### config.mk
export PLATFORM = sky130hd
export DESIGN_NAME = lbt_bit_timing_config
export DESIGN_NICKNAME = d
export VERILOG_FILES = /design/src/inc/lbt_pkg.sv /design/src/lbt_bit_timing_config.sv
export SDC_FILE = /design/constraint.sdc
export NUM_CORES = 1
export LEC_CHECK = 0
export ABC_AREA = 1
export CORE_MARGIN = 2
export CORE_UTILIZATION = 40
export CTS_BUF_LIST = sky130_fd_sc_hd__clkbuf_2 sky130_fd_sc_hd__clkbuf_4 sky130_fd_sc_hd__clkbuf_8
export DETAILED_ROUTE_END_ITERATION = 12
export DONT_BUFFER_PORTS = 1
export SETUP_SLACK_MARGIN = 0.1
export SYNTH_ARGS = -nofsm -noshare
export SYNTH_HDL_FRONTEND = slang
export SYNTH_SLANG_ARGS = --single-unit
### constraint.sdc
create_clock -name clock -period 2.4 [get_ports clock]
set_clock_uncertainty 0.05 [all_clocks]
set_input_delay 0.48 -clock clock [delete_from_list [all_inputs] [get_ports clock]]
set_output_delay 0.48 -clock clock [all_outputs]
set_load 0.03 [all_outputs]
### src/inc/lbt_pkg.sv
package lbt_pkg;

    // ****************************************************************
    // Frame identifiers and command codes
    // ****************************************************************
    localparam logic [10:0] ID_REQUEST = 11'h7E5;
    localparam logic [10:0] ID_REPLY = 11'h7E4;
    localparam logic [7:0] CS_SWITCH_GLOBAL = 8'h04;
    localparam logic [7:0] MODE_CONFIG = 8'h01;
    localparam logic [7:0] MODE_WAITING = 8'h00;
    localparam logic [7:0] CS_CONFIG_TIMING = 8'h13;
    localparam logic [7:0] CS_ACTIVATE_TIMING = 8'h15;
    localparam logic [7:0] CS_STORE = 8'h17;
    localparam logic [7:0] TABLE_STANDARD = 8'h00;
    localparam logic [7:0] REPLY_OK = 8'h00;
    localparam logic [3:0] LEN_SWITCH = 4'h2;
    localparam logic [3:0] LEN_TIMING = 4'h3;
    localparam logic [3:0] LEN_STORE = 4'h1;
    localparam logic [3:0] LEN_REPLY = 4'h3;

    // ****************************************************************
    // Bit rate indexes and defaults
    // ****************************************************************
    localparam logic [3:0] RATE_1M = 4'h0;
    localparam logic [3:0] RATE_800K = 4'h1;
    localparam logic [3:0] RATE_500K = 4'h2;
    localparam logic [3:0] RATE_250K = 4'h3;
    localparam logic [3:0] RATE_125K = 4'h4;
    localparam logic [3:0] RATE_RSVD = 4'h5;
    localparam logic [3:0] RATE_50K = 4'h6;
    localparam logic [3:0] RATE_20K = 4'h7;
    localparam logic [3:0] RATE_10K = 4'h8;
    localparam logic [3:0] RATE_DEFAULT = RATE_125K;
    localparam logic [6:0] NODE_ID_DEFAULT = 7'h7F;

    // ****************************************************************
    // Timing: delay unit of 1 ms at a 125 MHz clock
    // ****************************************************************
    localparam int CLK_MHZ = 125;
    localparam int DELAY_UNIT_US = 1000;
    localparam int UNIT_CYCLES = DELAY_UNIT_US * CLK_MHZ;

    // ****************************************************************
    // Frame carrier
    // ****************************************************************
    typedef struct packed {
        logic [10:0] id;
        logic [3:0] len;
        logic [7:0] d0;
        logic [7:0] d1;
        logic [7:0] d2;
    } lbt_frame_s;

    typedef enum logic [5:0] {
        ST_WAITING = 6'b000001,
        ST_CONFIG = 6'b000010,
        ST_DELAY1 = 6'b000100,
        ST_DELAY2 = 6'b001000,
        ST_STORING = 6'b010000,
        ST_REPLY = 6'b100000
    } lbt_state_e;

endpackage

### src/lbt_bit_timing_config.sv
// How it works
// - Commands on 0x7E5, replies on 0x7E4.
// - Switch 0x04,0x01 enters configuration state.
// - Command 0x13, table 0x00, index latched pending.
// - Index decodes to rates, index 5 reserved.
// - Timing request answered 0x13,0x00,0x00.
// - Activate 0x15 with delay low then high.
// - Wait delay, switch rate, wait delay again.
// - Store to non-volatile memory, reply 0x17,0,0.
// - Switch 0x04,0x00 enters waiting state and resets module in the same cycle.
// - Default node 127 and 125 kbit/s.
module lbt_bit_timing_config #(
    parameter int UNIT_CYCLES = lbt_pkg::UNIT_CYCLES
) (
    input wire logic clock,
    input wire logic arst_n,
    input wire logic rx_valid,
    input wire lbt_pkg::lbt_frame_s rx_frame,
    output logic tx_valid,
    input wire logic tx_ready,
    output lbt_pkg::lbt_frame_s tx_frame,
    input wire logic [3:0] stored_rate,
    input wire logic stored_valid,
    output logic store_req,
    input wire logic store_done,
    output logic [3:0] active_rate,
    output logic [3:0] pending_rate,
    output logic rate_supported,
    output logic tx_hold,
    output logic [6:0] node_id,
    output logic module_reset
);

    // ****************************************************************
    // Request decode
    // ****************************************************************
    logic for_us;
    logic is_switch;
    logic is_cfg;
    logic is_act;
    logic is_store;

    // Only frames on the request identifier are looked at.
    assign for_us = rx_valid && rx_frame.id == lbt_pkg::ID_REQUEST;
    assign is_switch = for_us && rx_frame.len == lbt_pkg::LEN_SWITCH
        && rx_frame.d0 == lbt_pkg::CS_SWITCH_GLOBAL;
    assign is_cfg = for_us && rx_frame.len == lbt_pkg::LEN_TIMING
        && rx_frame.d0 == lbt_pkg::CS_CONFIG_TIMING
        && rx_frame.d1 == lbt_pkg::TABLE_STANDARD;
    assign is_act = for_us && rx_frame.len == lbt_pkg::LEN_TIMING
        && rx_frame.d0 == lbt_pkg::CS_ACTIVATE_TIMING;
    assign is_store = for_us && rx_frame.len == lbt_pkg::LEN_STORE
        && rx_frame.d0 == lbt_pkg::CS_STORE;

    // Reserved and out-of-table indexes are not supported rates.
    function automatic logic rate_ok(input logic [7:0] idx);
        rate_ok = idx <= 8'(lbt_pkg::RATE_10K)
            && idx != 8'(lbt_pkg::RATE_RSVD);
    endfunction

    // ****************************************************************
    // Sequencer
    // ****************************************************************
    lbt_pkg::lbt_state_e state, next_state;
    logic [15:0] delay_ms, next_delay_ms;
    logic [15:0] ms_left, next_ms_left;
    logic [31:0] tick, next_tick;
    logic [3:0] next_active_rate;
    logic [3:0] next_pending_rate;
    logic next_tx_valid;
    lbt_pkg::lbt_frame_s next_tx_frame;
    logic next_store_req;
    logic next_module_reset;
    logic boot, next_boot;

    // Timing and store requests are taken only in configuration state,
    // and a reply must drain before the next timing or store command is looked at; activate and switch are not held back.
    always_comb begin
        next_state = state;
        next_delay_ms = delay_ms;
        next_ms_left = ms_left;
        next_tick = tick;
        next_active_rate = active_rate;
        next_pending_rate = pending_rate;
        next_tx_valid = tx_valid && !tx_ready;
        next_tx_frame = tx_frame;
        next_store_req = 1'b0;
        next_module_reset = 1'b0;
        next_boot = 1'b0;
        // Stored rate is picked up once after reset; default otherwise.
        if (boot && stored_valid && rate_ok(8'(stored_rate))) begin
            next_active_rate = stored_rate;
            next_pending_rate = stored_rate;
        end
        case (state)
            lbt_pkg::ST_WAITING: begin
                if (is_switch && rx_frame.d1 == lbt_pkg::MODE_CONFIG) begin
                    next_state = lbt_pkg::ST_CONFIG;
                end
            end
            lbt_pkg::ST_CONFIG: begin
                if (is_switch && rx_frame.d1 == lbt_pkg::MODE_WAITING) begin
                    next_state = lbt_pkg::ST_WAITING;
                    next_module_reset = 1'b1;
                end else if (is_cfg && !tx_valid) begin
                    if (rate_ok(rx_frame.d2)) begin
                        next_pending_rate = rx_frame.d2[3:0];
                    end
                    next_tx_valid = 1'b1;
                    next_tx_frame = '{lbt_pkg::ID_REPLY, lbt_pkg::LEN_REPLY,
                        lbt_pkg::CS_CONFIG_TIMING, lbt_pkg::REPLY_OK,
                        lbt_pkg::REPLY_OK};
                end else if (is_act) begin
                    next_delay_ms = {rx_frame.d2, rx_frame.d1};
                    next_ms_left = {rx_frame.d2, rx_frame.d1};
                    next_tick = 32'(UNIT_CYCLES - 1);
                    next_state = lbt_pkg::ST_DELAY1;
                end else if (is_store && !tx_valid) begin
                    next_store_req = 1'b1;
                    next_state = lbt_pkg::ST_STORING;
                end
            end
            lbt_pkg::ST_DELAY1, lbt_pkg::ST_DELAY2: begin
                // Each period counts whole milliseconds of clock ticks.
                if (ms_left == 16'h0000) begin
                    if (state == lbt_pkg::ST_DELAY1) begin
                        next_active_rate = pending_rate;
                        next_ms_left = delay_ms;
                        next_tick = 32'(UNIT_CYCLES - 1);
                        next_state = lbt_pkg::ST_DELAY2;
                    end else begin
                        next_state = lbt_pkg::ST_CONFIG;
                    end
                end else if (tick == 32'h0) begin
                    next_tick = 32'(UNIT_CYCLES - 1);
                    next_ms_left = ms_left - 16'h0001;
                end else begin
                    next_tick = tick - 32'h1;
                end
            end
            lbt_pkg::ST_STORING: begin
                if (store_done) begin
                    next_tx_valid = 1'b1;
                    next_tx_frame = '{lbt_pkg::ID_REPLY, lbt_pkg::LEN_REPLY,
                        lbt_pkg::CS_STORE, lbt_pkg::REPLY_OK,
                        lbt_pkg::REPLY_OK};
                    next_state = lbt_pkg::ST_CONFIG;
                end
            end
            default: begin
                next_state = lbt_pkg::ST_WAITING;
            end
        endcase
    end

    // Registers of the sequencer; defaults give node 127 at 125 kbit/s.
    always_ff @(posedge clock or negedge arst_n) begin
        if (!arst_n) begin
            state <= lbt_pkg::ST_WAITING;
            delay_ms <= 16'h0000;
            ms_left <= 16'h0000;
            tick <= 32'h0;
            active_rate <= lbt_pkg::RATE_DEFAULT;
            pending_rate <= lbt_pkg::RATE_DEFAULT;
            tx_valid <= 1'b0;
            tx_frame <= '0;
            store_req <= 1'b0;
            module_reset <= 1'b0;
            boot <= 1'b1;
        end else begin
            state <= next_state;
            delay_ms <= next_delay_ms;
            ms_left <= next_ms_left;
            tick <= next_tick;
            active_rate <= next_active_rate;
            pending_rate <= next_pending_rate;
            tx_valid <= next_tx_valid;
            tx_frame <= next_tx_frame;
            store_req <= next_store_req;
            module_reset <= next_module_reset;
            boot <= next_boot;
        end
    end

    // Node identity is not changed by this block.
    assign node_id = lbt_pkg::NODE_ID_DEFAULT;
    assign rate_supported = rate_ok(8'(active_rate));
    // No frames at the new rate until the second period ends.
    assign tx_hold = state == lbt_pkg::ST_DELAY1
        || state == lbt_pkg::ST_DELAY2;
endmodule // lbt_bit_timing_config

Yosys cells after proc, flatten, opt, wreduce, memory -nomap -nowiden
Index checks and enable logic that the tools add are counted.
Cells by class
  $lt $le $gt $ge: 3
  bitwise logic cells: 2
  equal/unequal tests: 28
  $add $sub $neg: 2
  $mul: 0
  shift-type cells: 0
  muxes and demuxes: 47
  div/mod/pow operators: 0
  reductions and logical operators: 33
Operator list (count)
  32-bit two-way mux: 6
  39-bit two-way mux: 3
  16-bit two-way mux: 6
  39-bit one-hot mux with 2 select lines: 1
  32-bit one-hot mux with 2 select lines: 1
  6-bit two-way mux: 7
  4-bit two-way mux: 10
  32-bit logical NOT: 1
  16-bit one-hot mux with 2 select lines: 1
  32-bit by 1-bit subtractor with 32-bit output (second input constant): 1
  8-bit by 5-bit equality test with 1-bit output (second input constant): 3
  6-bit one-hot mux with 4 select lines: 1
  1-bit logical AND: 19
  16-bit logical NOT: 1
  16-bit by 1-bit subtractor with 16-bit output (second input constant): 1
  2-bit inequality test (second input constant): 7
  11-bit equality test (second input constant): 1
  1-bit two-way mux: 10
  5-bit AND reduction: 2
  3-bit inequality test (second input constant): 3
  4-bit by 2-bit equality test with 1-bit output (second input constant): 2
  8-bit by 1-bit equality test with 1-bit output (second input constant): 1
  8-bit by 3-bit equality test with 1-bit output (second input constant): 1
  4-bit less-or-equal comparator (second input constant): 2
  19 further kinds: 24
Storage, ports and cells
  memories: 0
  input bits: 49
  register bits after elaboration: 121
  memory bits (writable): 0
  output and inout bits: 59
  word-level logic and storage cells: 130
  latch bits: 0
  memory bits (read-only): 0

Depth between registers and ports, before layout
Gate-level depths: netlist (run 1).
  word-level depth: 10
  gate-level depth with buffers: 13
  gate-level depth less buffers: 12

Least setup slack after synthesis (run 1)
No wires, ideal clock.
  path kind: reg2out
  start point: register state[1]
  end point: output port tx_hold
  buffers on the path: 2
  slack: 0.344 ns
  arrival time: 1.526 ns
  required time: 1.870 ns
  cell stages (with the launch flop): 6
  cell sequence: dfrtp_1 -> nor2_4 -> nand2_2 -> a21oi_4 -> buf_2 -> buf_1
Between the ends
  cells in the longest elaborated chain, start to end: 2
  elaborated cells on any way between the ends: 3
  classes of those cells: eq/ne (2); reduce/logical (1)
RTL lines
  start, declared: line lbt_bit_timing_config.sv:64  | lbt_pkg::lbt_state_e state, next_state;
  start signal, assigned: line lbt_bit_timing_config.sv:159  | state <= lbt_pkg::ST_WAITING;
  start signal, assigned: line lbt_bit_timing_config.sv:171  | state <= next_state;
  6-bit by 3-bit equality test with 1-bit output or 6-bit by 4-bit equality test with 1-bit output (tied branches): line lbt_bit_timing_config.sv:189, lbt_bit_timing_config.sv:190
  1-bit logical OR (*): line lbt_bit_timing_config.sv:190  | || state == lbt_pkg::ST_DELAY2;
  end, declared: line lbt_bit_timing_config.sv:29  | output logic tx_hold,
Every way passes the cells marked *; elsewhere a longest branch is shown, timed or not.

Worst setup path in the final report (run 1)
Ends and elaborated chain as after synthesis.

==> results of run 1 <==
## sequential cells by signal (all words and copies together) (netlist names), 2 cells and up
register	cells
tx_frame	2
tick	32
ms_left	16
active_rate	4
pending_rate	4
delay_ms	16
state	5
## cell usage after synthesis, types with 2 or more instances
| master | n | area, sq um |
|---|---|---|
| mux2i_1 | 2 | 20.0 |
| o21ai_0 | 45 | 225 |
| xor2_1 | 24 | 210 |
| o21ai_1 | 2 | 10.0 |
| nor2_4 | 3 | 33.8 |
| o22ai_1 | 2 | 12.5 |
| nor2_1 | 162 | 608 |
| conb_1 | 2 | 7.51 |
| ha_1 | 3 | 37.5 |
| a31oi_1 | 2 | 12.5 |
| buf_4 | 47 | 353 |
| inv_1 | 108 | 405 |
| nand2_1 | 285 | 1070 |
| xnor2_1 | 6 | 52.6 |
| buf_6 | 2 | 22.5 |
| a21oi_1 | 6 | 30.0 |
| a21oi_4 | 2 | 32.5 |
| nor3_1 | 5 | 25.0 |
| nor2_2 | 5 | 31.3 |
| dfrtp_1 | 79 | 1980 |
| buf_2 | 6 | 30.0 |
| clkbuf_1 | 6 | 22.5 |
| inv_2 | 5 | 18.8 |
| dfstp_2 | 4 | 105 |
| nand2_2 | 6 | 37.5 |
| nand3_1 | 86 | 430 |
| buf_1 | 2 | 7.51 |
| nand4_1 | 21 | 131 |
## critical path: cells and delay by family (launching register included)
kind                   cells  cell delay, ns
buffers and inverters      1            0.35
and+or+nand+nor            2            0.25
AOI/OAI and AO/OA          1            0.21
DFF                        1            0.43
## final cells by class
type                       instances  share of cell area
multi-input combinational        713               0.514
sequential                        83               0.330
timing repair buffer              10              0.0144
clock buffer                       9              0.0196
tap                              184              0.0364
clock inverter                     7              0.0184
inverter                         114              0.0676
## power by group through the flow
stage / sequential, mW / clock [mW] / combinational (mW)
5_1_grt: 1.52 / 1.34 / 0.234
4_1_cts: 1.51 / 1.29 / 0.208
3_3_place_gp: 1.54 / 0 / 0.206
3_5_place_dp: 1.54 / 0 / 0.207
2_1_floorplan: 1.53 / 0 / 0.221
6_report: 1.51 / 1.24 / 0.208
## path summary, 6_finish.rpt
path,startpoint,end,cells after the start
worst min register to register,delay_ms[12],delay_ms[12],2
worst max-delay path,state[1],tx_hold,4
worst max register to register,ms_left[0],ms_left[9],13
max in group asynchronous,arst_n,state[0],0
worst min-delay path,arst_n,tick[1],0
min in group clock,rx_frame[4],delay_ms[12],2
## kinds of logic after synthesis
group,synth area share
DFF,0.344
buffers and inverters,0.143
muxes,0.00331
AOI/OAI and AO/OA,0.0583
and+or+nand+nor,0.401
adders and majority gates,0.00620
xor gates and xnor gates,0.0434
other,0.00124
## metal layers
layer / wire length [um] / vias up
li1: - / 2827
met1: 6620 / 2412
met2: 7440 / 101
met3: 709 / 27
met4: 345 / 0
met5: 0 / -
## repair_timing
item | in CTS | in global routing
setup buffers | 0 | 0
endpoints found under the hold margin | 83 | 83
endpoints found under the setup margin | 0 | 46
gates resized for setup | 0 | 4
==> impl_metrics.env, run 1 <==
export IMPL_cts_buffers=9
export IMPL_syn_avg_cell_area_sq_um=6.44
export IMPL_die_height_um=127
export IMPL_worst_slack_ns=0.236
export IMPL_power_frac_seq=0.510
export IMPL_power_internal_mw=2.18
export IMPL_grt_use_met1=0.241
export IMPL_crit_path_top_delay_cell="dfrtp_1"
export IMPL_placed_area_sq_um=6060
export IMPL_grt_pass1_wl_mm=25.6
export IMPL_dp_slack_ns=0.256
export IMPL_max_cap_viol_count=0
export IMPL_worstHoldPathType="input port to async pin"
export IMPL_start_util=0.414
export IMPL_ant_nets=0
export IMPL_hold_ws_ns=-0.261
export IMPL_yosys_most_used_dff="dfrtp_1"
export IMPL_insertion_delay_ns=0.38
export IMPL_ys_types=40
export IMPL_p_clk_frac=0.420
export IMPL_hpwlAfterDp_mm=11.6
export IMPL_violations="hold timing"
export IMPL_top_usage_layer="met2"
export IMPL_grt_util_met3=0.0523
export IMPL_cts_htree_levels=3
export IMPL_p_total_mw=2.96
export IMPL_die_w_um=127
export IMPL_vias=5367
export IMPL_place_inst=1103
export IMPL_critPathKind="flip-flop to primary output"
export IMPL_yosysWarnings=0
export IMPL_fin_util=0.432
export IMPL_layout_commonest_cell="nand2_1"
export IMPL_layout_common_cells="nand2_1, nor2_1, inv_1"
export IMPL_hold_viol=83
export IMPL_drc=0
export IMPL_multi_input_area_sq_um=3250
export IMPL_grt_use_met2=0.342
export IMPL_routedWlPerCell_um=13.5
export IMPL_synthCells=940
export IMPL_yosysSeqAreaShare=0.344
export IMPL_period_share=0.901
export IMPL_drt_total_wl_mm=15.1
export IMPL_synth_edf_count=0
export IMPL_syn_to_final_growth_pct=4.50
export IMPL_period_minus_slack_ns=2.16
export IMPL_seq_area_sq_um=2090
export IMPL_setup_violations=0
export IMPL_stdcell_area_sq_um=6330
export IMPL_p_leak_nw=3.04
export IMPL_num_antenna_cells=0
export IMPL_p_sw_uw=788
export IMPL_ys_ff_latch=83
export IMPL_dieArea_sq_um=16100
export IMPL_place_congestion=0.966
export IMPL_async_flop_share=1.00
export IMPL_drive_gt1_frac=0.0630
export IMPL_rows=44
export IMPL_fin_nets=983
export IMPL_drv_slew=0
export IMPL_portBuffers=0
export IMPL_slowest_delay_ns=0.43
export IMPL_powerDensity_nw_per_um2=468
export IMPL_ios=108
export IMPL_worst_ep_arrival_time_ns=1.63
export IMPL_r2r_slack_ns=0.31
export IMPL_finalNonFillerCells=1120
export IMPL_grt_usage=0.198
export IMPL_nFillCells=1623
export IMPL_switching_share=0.266
export IMPL_endpoint_kind="primary output"
export IMPL_antenna_found_initial=0
export IMPL_viasPerCell=4.79
export IMPL_cp_required_ns=1.87
export IMPL_cts_tree="done"
export IMPL_drt_iter0_drc=244
export IMPL_core_area_sq_um=14600
export IMPL_grt_max_degree=84
export IMPL_max_vdd_ir_drop_v=0.000454
export IMPL_crit_path_max_fanout=21
export IMPL_rsz0062_at_grt="yes"
export IMPL_synth_area_sq_um=6060
export IMPL_clock_path_buffers=2
export IMPL_clk_pin_slew_worst_paths_ns=0.10
export IMPL_grt_pass1_vias=5350
export IMPL_critPathLaunchType="flip-flop"
export IMPL_status="complete, but fails checks"
export IMPL_dr_pass1_iters=4
export IMPL_crit_path_cell_trace="nor2_4 -> nand2_2 -> a21oi_4 -> buf_4"
export IMPL_power_frac_comb=0.070
export IMPL_tns_ns=0
export IMPL_fmax_mhz=462
export IMPL_cts_num_sinks=83
export IMPL_grt_remaining_overflow=0
export IMPL_cts_root_buf="clkbuf_8"
Power figures use the tool's default switching activity.
==> run 2: changes to the inputs <==
==> constraint.sdc (replaced) <==
create_clock -name clock -period 2.2 [get_ports clock]
set_clock_uncertainty 0.05 [all_clocks]
set_input_delay 0.44 -clock clock [delete_from_list [all_inputs] [get_ports clock]]
set_output_delay 0.44 -clock clock [all_outputs]
set_load 0.05 [all_outputs]
==> impl_metrics.env, run 2 (synthesis gave the netlist of run 1 again) <==
export IMPL_die_w_um=127
export IMPL_powerDensity_nw_per_um2=479
export IMPL_endpoint_kind="flip-flop"
export IMPL_layout_common_cells="nand2_1, nor2_1, inv_1"
export IMPL_period_minus_slack_ns=2.04
export IMPL_cp_startpoint="ms_left[1]"
export IMPL_fmax_mhz=490
export IMPL_syn_to_final_growth_pct=6.20
export IMPL_grt_remaining_overflow=0
export IMPL_hold_viol=83
export IMPL_hold_ws_ns=-0.306
export IMPL_seq_area_sq_um=2090
export IMPL_drc=0
export IMPL_start_util=0.414
export IMPL_p_leak_nw=3.12
export IMPL_critPathKind="flip-flop to flip-flop"
export IMPL_drv_slew=0
export IMPL_reg_largest_list="tick x32, delay_ms x16, ms_left x16"
export IMPL_cp_required_ns=2.47
export IMPL_ios=108
export IMPL_dr_pass1_iters=5
export IMPL_max_cap_viol_count=0
export IMPL_stdcell_area_sq_um=6430
export IMPL_grt_pass1_vias=5336
export IMPL_drt_total_wl_mm=15.7
export IMPL_clock_path_buffers=2
export IMPL_portBuffers=0
export IMPL_worstHoldPathType="input port to async pin"
export IMPL_viasPerCell=4.93
export IMPL_fin_nets=998
export IMPL_drt_iter0_drc=342
export IMPL_max_vdd_ir_drop_v=0.000388
export IMPL_tns_ns=0
export IMPL_status="complete, but fails checks"
export IMPL_r2r_start="ms_left[1]"
export IMPL_crit_path_max_fanout=5
export IMPL_grt_max_degree=84
export IMPL_nFillCells=1599
export IMPL_dieArea_sq_um=16100
export IMPL_layout_commonest_cell="nand2_1"
export IMPL_die_height_um=127
export IMPL_ant_nets=0
export IMPL_grt_usage=0.201
export IMPL_drive_gt1_frac=0.0789
export IMPL_cts_tree="done"
export IMPL_cts_buffers=9
export IMPL_cts_num_sinks=83
export IMPL_place_congestion=0.924
export IMPL_antenna_found_initial=0
export IMPL_hpwlAfterDp_mm=11.7
export IMPL_routedWlPerCell_um=13.9
export IMPL_vias=5590
export IMPL_rows=44
export IMPL_num_antenna_cells=0
export IMPL_rsz0062_at_grt="yes"
export IMPL_worst_ep_arrival_time_ns=2.31
export IMPL_critPathLaunchType="flip-flop"
export IMPL_setup_violations=0
export IMPL_clk_pin_slew_worst_paths_ns=0.08
export IMPL_core_area_sq_um=14600
export IMPL_cts_htree_levels=3
export IMPL_violations="hold timing"
export IMPL_regMostFlops="tick"
export IMPL_placed_area_sq_um=6210
export IMPL_insertion_delay_ns=0.38
export IMPL_multi_input_area_sq_um=3240
export IMPL_grt_pass1_wl_mm=25.9
export IMPL_largest_reg_flops=32
export IMPL_period_share=0.928
export IMPL_cts_root_buf="clkbuf_8"
==> run 2: changes by cell type in the layout (fill, tap and decap cells not counted), sizes merged <==
cell,change
buf,+15
clkbuf,+6
bufinv,-3
clkinv,-1
clkinvlp,-1
nand3,-1
==> run 2: layout make-up <==
cell class | instances | area share
clock buffer | 14 | 0.0270
clock inverter | 2 | 0.00156
inverter | 114 | 0.0665
multi-input combinational | 712 | 0.504
sequential | 83 | 0.324
tap | 184 | 0.0358
timing repair buffer | 26 | 0.0407
==> run 2: final timing paths <==
path,to,slack [ns],depth (start not counted)
min in group clock,active_rate[2],0.12,2
min,tick[12],-0.31,0
min reg2reg,delay_ms[1],0.44,2
max in group asynchronous,state[0],2.13,0
max,ms_left[9],0.16,10
max reg2reg,ms_left[9],0.16,10
==> run 2: repair_timing <==
action | in CTS | in global routing
endpoints found under the setup margin | 0 | 46
resized for setup | 0 | 3
hold endpoints to repair | 83 | 83
buffers inserted | 0 | 1
==> run 2: metrics by stage <==
stage	utilization	std cells	worst slack [ns]	total power [mW]
3_3_place_gp	0.424	1117	0.222	2.04
5_1_grt	0.439	1135	0.0505	3.22
3_5_place_dp	0.424	1117	0.149	2.04
6_report	0.439	1135	0.159	3.08
4_1_cts	0.436	1133	0.129	3.12
2_1_floorplan	-	972	0.328	2.03
==> run 2: per-layer routing <==
layer	vias up	share of wire	GRT usage
met3	39	0.039	0.0423
met2	129	0.48	0.344
met1	2567	0.45	0.243
met5	-	0	0
met4	0	0.033	0.0950
li1	2855	-	-
==> run 2: critical path, cell delays in order, from the launching register on <==
cell,delay (ns)
dfrtp_1,0.41
inv_1,0.07
ha_1,0.22
nand2_2,0.12
nor2_1,0.24
nand2_1,0.10
nor2_1,0.23
nor2_1,0.08
o21ai_0,0.30
nand2_1,0.08
nand2_1,0.06
==> run 2: where the power goes <==
part	total [mW]	internal, mW	leakage (nW)	switching (mW)
Combinational	0.350	0.0758	2.11	0.275
Sequential	1.66	1.56	0.909	0.0962
Clock	1.07	0.507	0.101	0.565
Total	3.08	2.15	3.12	0.936
==> run 3: changes to the inputs <==
--- a/config.mk
+++ b/config.mk
@@ -9,9 +9,12 @@
 export CORE_MARGIN = 2
 export CORE_UTILIZATION = 40
 export CTS_BUF_LIST = sky130_fd_sc_hd__clkbuf_2 sky130_fd_sc_hd__clkbuf_4 sky130_fd_sc_hd__clkbuf_8
+export CTS_CLUSTER_SIZE = 8
 export DETAILED_ROUTE_END_ITERATION = 12
 export DONT_BUFFER_PORTS = 1
+export REMOVE_ABC_BUFFERS = 1
 export SETUP_SLACK_MARGIN = 0.1
+export SLEW_MARGIN = 25
 export SYNTH_ARGS = -nofsm -noshare
 export SYNTH_HDL_FRONTEND = slang
 export SYNTH_SLANG_ARGS = --single-unit
==> impl_metrics.env, run 3 (synthesis gave the netlist of run 1 again) <==
export IMPL_slowest_delay_ns=0.40
export IMPL_grt_pass1_wl_mm=26.4
export IMPL_largest_reg_flops=32
export IMPL_critPathLaunchType="flip-flop"
export IMPL_regMostFlops="tick"
export IMPL_layout_common_cells="nand2_1, nor2_1, inv_1"
export IMPL_fmax_mhz=505
export IMPL_r2r_start="ms_left[1]"
export IMPL_cts_num_sinks=83
export IMPL_power_frac_seq=0.477
export IMPL_p_sw_uw=967
export IMPL_ios=108
export IMPL_start_util=0.414
export IMPL_worst_slew_pin_slew_ns=0.554
export IMPL_crit_path_max_fanout=36
export IMPL_endpoint_kind="flip-flop"
export IMPL_cp_num_buf_inv=3
export IMPL_dieArea_sq_um=16100
export IMPL_cts_buffers=9
export IMPL_cp_startpoint="ms_left[1]"
export IMPL_relSlewSlack=0.631
export IMPL_ant_nets=0
export IMPL_grt_pass1_vias=5428
export IMPL_viasPerCell=4.89
export IMPL_grt_max_degree=84
export IMPL_drt_iter0_drc=446
export IMPL_worst_ep_arrival_time_ns=2.20
export IMPL_stdcell_area_sq_um=6560
export IMPL_crit_path_frequent_cell="nand2_1"
export IMPL_switching_share=0.279
export IMPL_powerDensity_nw_per_um2=529
export IMPL_power_internal_mw=2.50
export IMPL_p_leak_nw=3.16
export IMPL_fin_nets=1002
export IMPL_violations="hold timing"
export IMPL_vias=5567
export IMPL_placed_area_sq_um=6200
export IMPL_drt_total_wl_mm=15.8
export IMPL_period_share=0.899
export IMPL_rsz0062_at_grt="yes"
export IMPL_layout_commonest_cell="nand2_1"
export IMPL_cts_root_buf="clkbuf_8"
export IMPL_place_congestion=0.968
export IMPL_routedWlPerCell_um=13.9
export IMPL_syn_to_final_growth_pct=8.35
export IMPL_portBuffers=0
export IMPL_top_usage_layer="met2"
export IMPL_cp_required_ns=2.43
export IMPL_status="complete, but fails checks"
export IMPL_num_antenna_cells=0
export IMPL_antenna_found_initial=0
export IMPL_max_vdd_ir_drop_v=0.000486
export IMPL_hold_ws_ns=-0.295
export IMPL_rows=44
export IMPL_p_clk_frac=0.423
export IMPL_cts_htree_levels=3
export IMPL_cts_tree="done"
export IMPL_grt_use_met2=0.352
export IMPL_die_height_um=127
export IMPL_power_frac_comb=0.099
export IMPL_nFillCells=1527
export IMPL_tns_ns=0
export IMPL_reg_largest_list="tick x32, delay_ms x16, ms_left x16"
export IMPL_drive_gt1_frac=0.0869
export IMPL_clk_pin_slew_worst_paths_ns=0.09
export IMPL_fin_util=0.448
export IMPL_grt_use_met1=0.252
export IMPL_crit_path_cell_trace="inv_1 -> ha_1 -> nand2_2 -> nor2_4 -> nand2_4 -> buf_4 -> nand2_1 -> nand3_1 -> nand2_1 -> nand3_1 -> nand2_1 -> inv_1"
export IMPL_crit_path_top_delay_cell="dfrtp_1"
export IMPL_drv_slew=0
export IMPL_drc=0
export IMPL_dr_pass1_iters=5
export IMPL_setup_violations=0
export IMPL_grt_remaining_overflow=0
export IMPL_clock_path_buffers=2
export IMPL_max_cap_viol_count=0
export IMPL_worstHoldPathType="input port to async pin"
export IMPL_cp_top_family="simple AND/OR/NAND/NOR gates"
export IMPL_insertion_delay_ns=0.37
export IMPL_hold_viol=83
export IMPL_hpwlAfterDp_mm=11.7
export IMPL_grt_util_met3=0.0532
export IMPL_critPathKind="flip-flop to flip-flop"
export IMPL_grt_usage=0.204
export IMPL_die_w_um=127
export IMPL_period_minus_slack_ns=1.98
export IMPL_core_area_sq_um=14600
[run 3: changes by cell type in the layout (fill, tap and decap cells not counted), moves of 2 or more]
cell / before / now
clkbuf_8: 11 / 9
bufinv_16: 0 / 4
clkinvlp_4: 0 / 2
nor2_1: 160 / 157
buf_4: 21 / 25
nor2_2: 7 / 9
clkbuf_4: 3 / 0
[run 3: power by group through the flow]
stage | clock, mW | sequential (mW) | combinational, mW
final | 1.47 | 1.66 | 0.344
after floorplan | 0 | 1.72 | 0.254
after global placement | 0 | 1.69 | 0.342
after CTS | 1.51 | 1.66 | 0.344
after detailed placement | 0 | 1.69 | 0.344
after global routing | 1.58 | 1.66 | 0.376
[run 3: what timing repair did]
action / 4_1_cts / 5_1_grt
endpoints found under the setup margin: 0 / 52
gates resized for setup: 0 / 9
endpoints found under the hold margin: 83 / 83
setup buffers: 0 / 4
[run 3: worst register-to-register path, stage by stage (launching register included)]
cell and delay, ns:
dfrtp_1 0.40, inv_1 0.06, ha_1 0.25, nand2_2 0.14, nor2_4 0.15, nand2_4 0.06, buf_4 0.26, nand2_1 0.13
nand3_1 0.07, nand2_1 0.07, nand3_1 0.11, nand2_1 0.09, inv_1 0.04
[run 3: metrics by stage]
step / cells / worst slack, ns / power [mW]
detailed placement: 1117 / 0.143 / 2.03
global route: 1139 / 0.0368 / 3.62
global placement: 1117 / 0.138 / 2.03
floorplan: 909 / -2.16 / 1.97
CTS: 1133 / 0.112 / 3.51
finish: 1139 / 0.222 / 3.47
[run 3: layout make-up]
class / instances / area [sq um] / share of cell area
clock inverters: 7 / 140 / 0.0214
flip-flops and latches: 83 / 2090 / 0.318
repair buffers: 29 / 280 / 0.0427
inverters: 114 / 428 / 0.0652
clock buffers: 9 / 124 / 0.0189
multi-input cells: 713 / 3270 / 0.499
well taps: 184 / 230 / 0.0351
[run 3: worst paths after layout]
path                       slack, ns  cells after the start             end
min in group clock              0.12                      2  active_rate[2]
hold / removal                 -0.30                      0        tick[14]
setup / recovery                0.22                     12      ms_left[5]
hold reg to reg                 0.44                      2     delay_ms[9]
setup reg to reg                0.22                     12      ms_left[5]
max in group asynchronous       2.16                      0        state[0]
[run 3: layer usage]
layer | up-vias | share of wire
li1 | 2863 | -
met1 | 2533 | 0.44
met2 | 145 | 0.48
met3 | 26 | 0.052
met4 | 0 | 0.024
met5 | - | 0
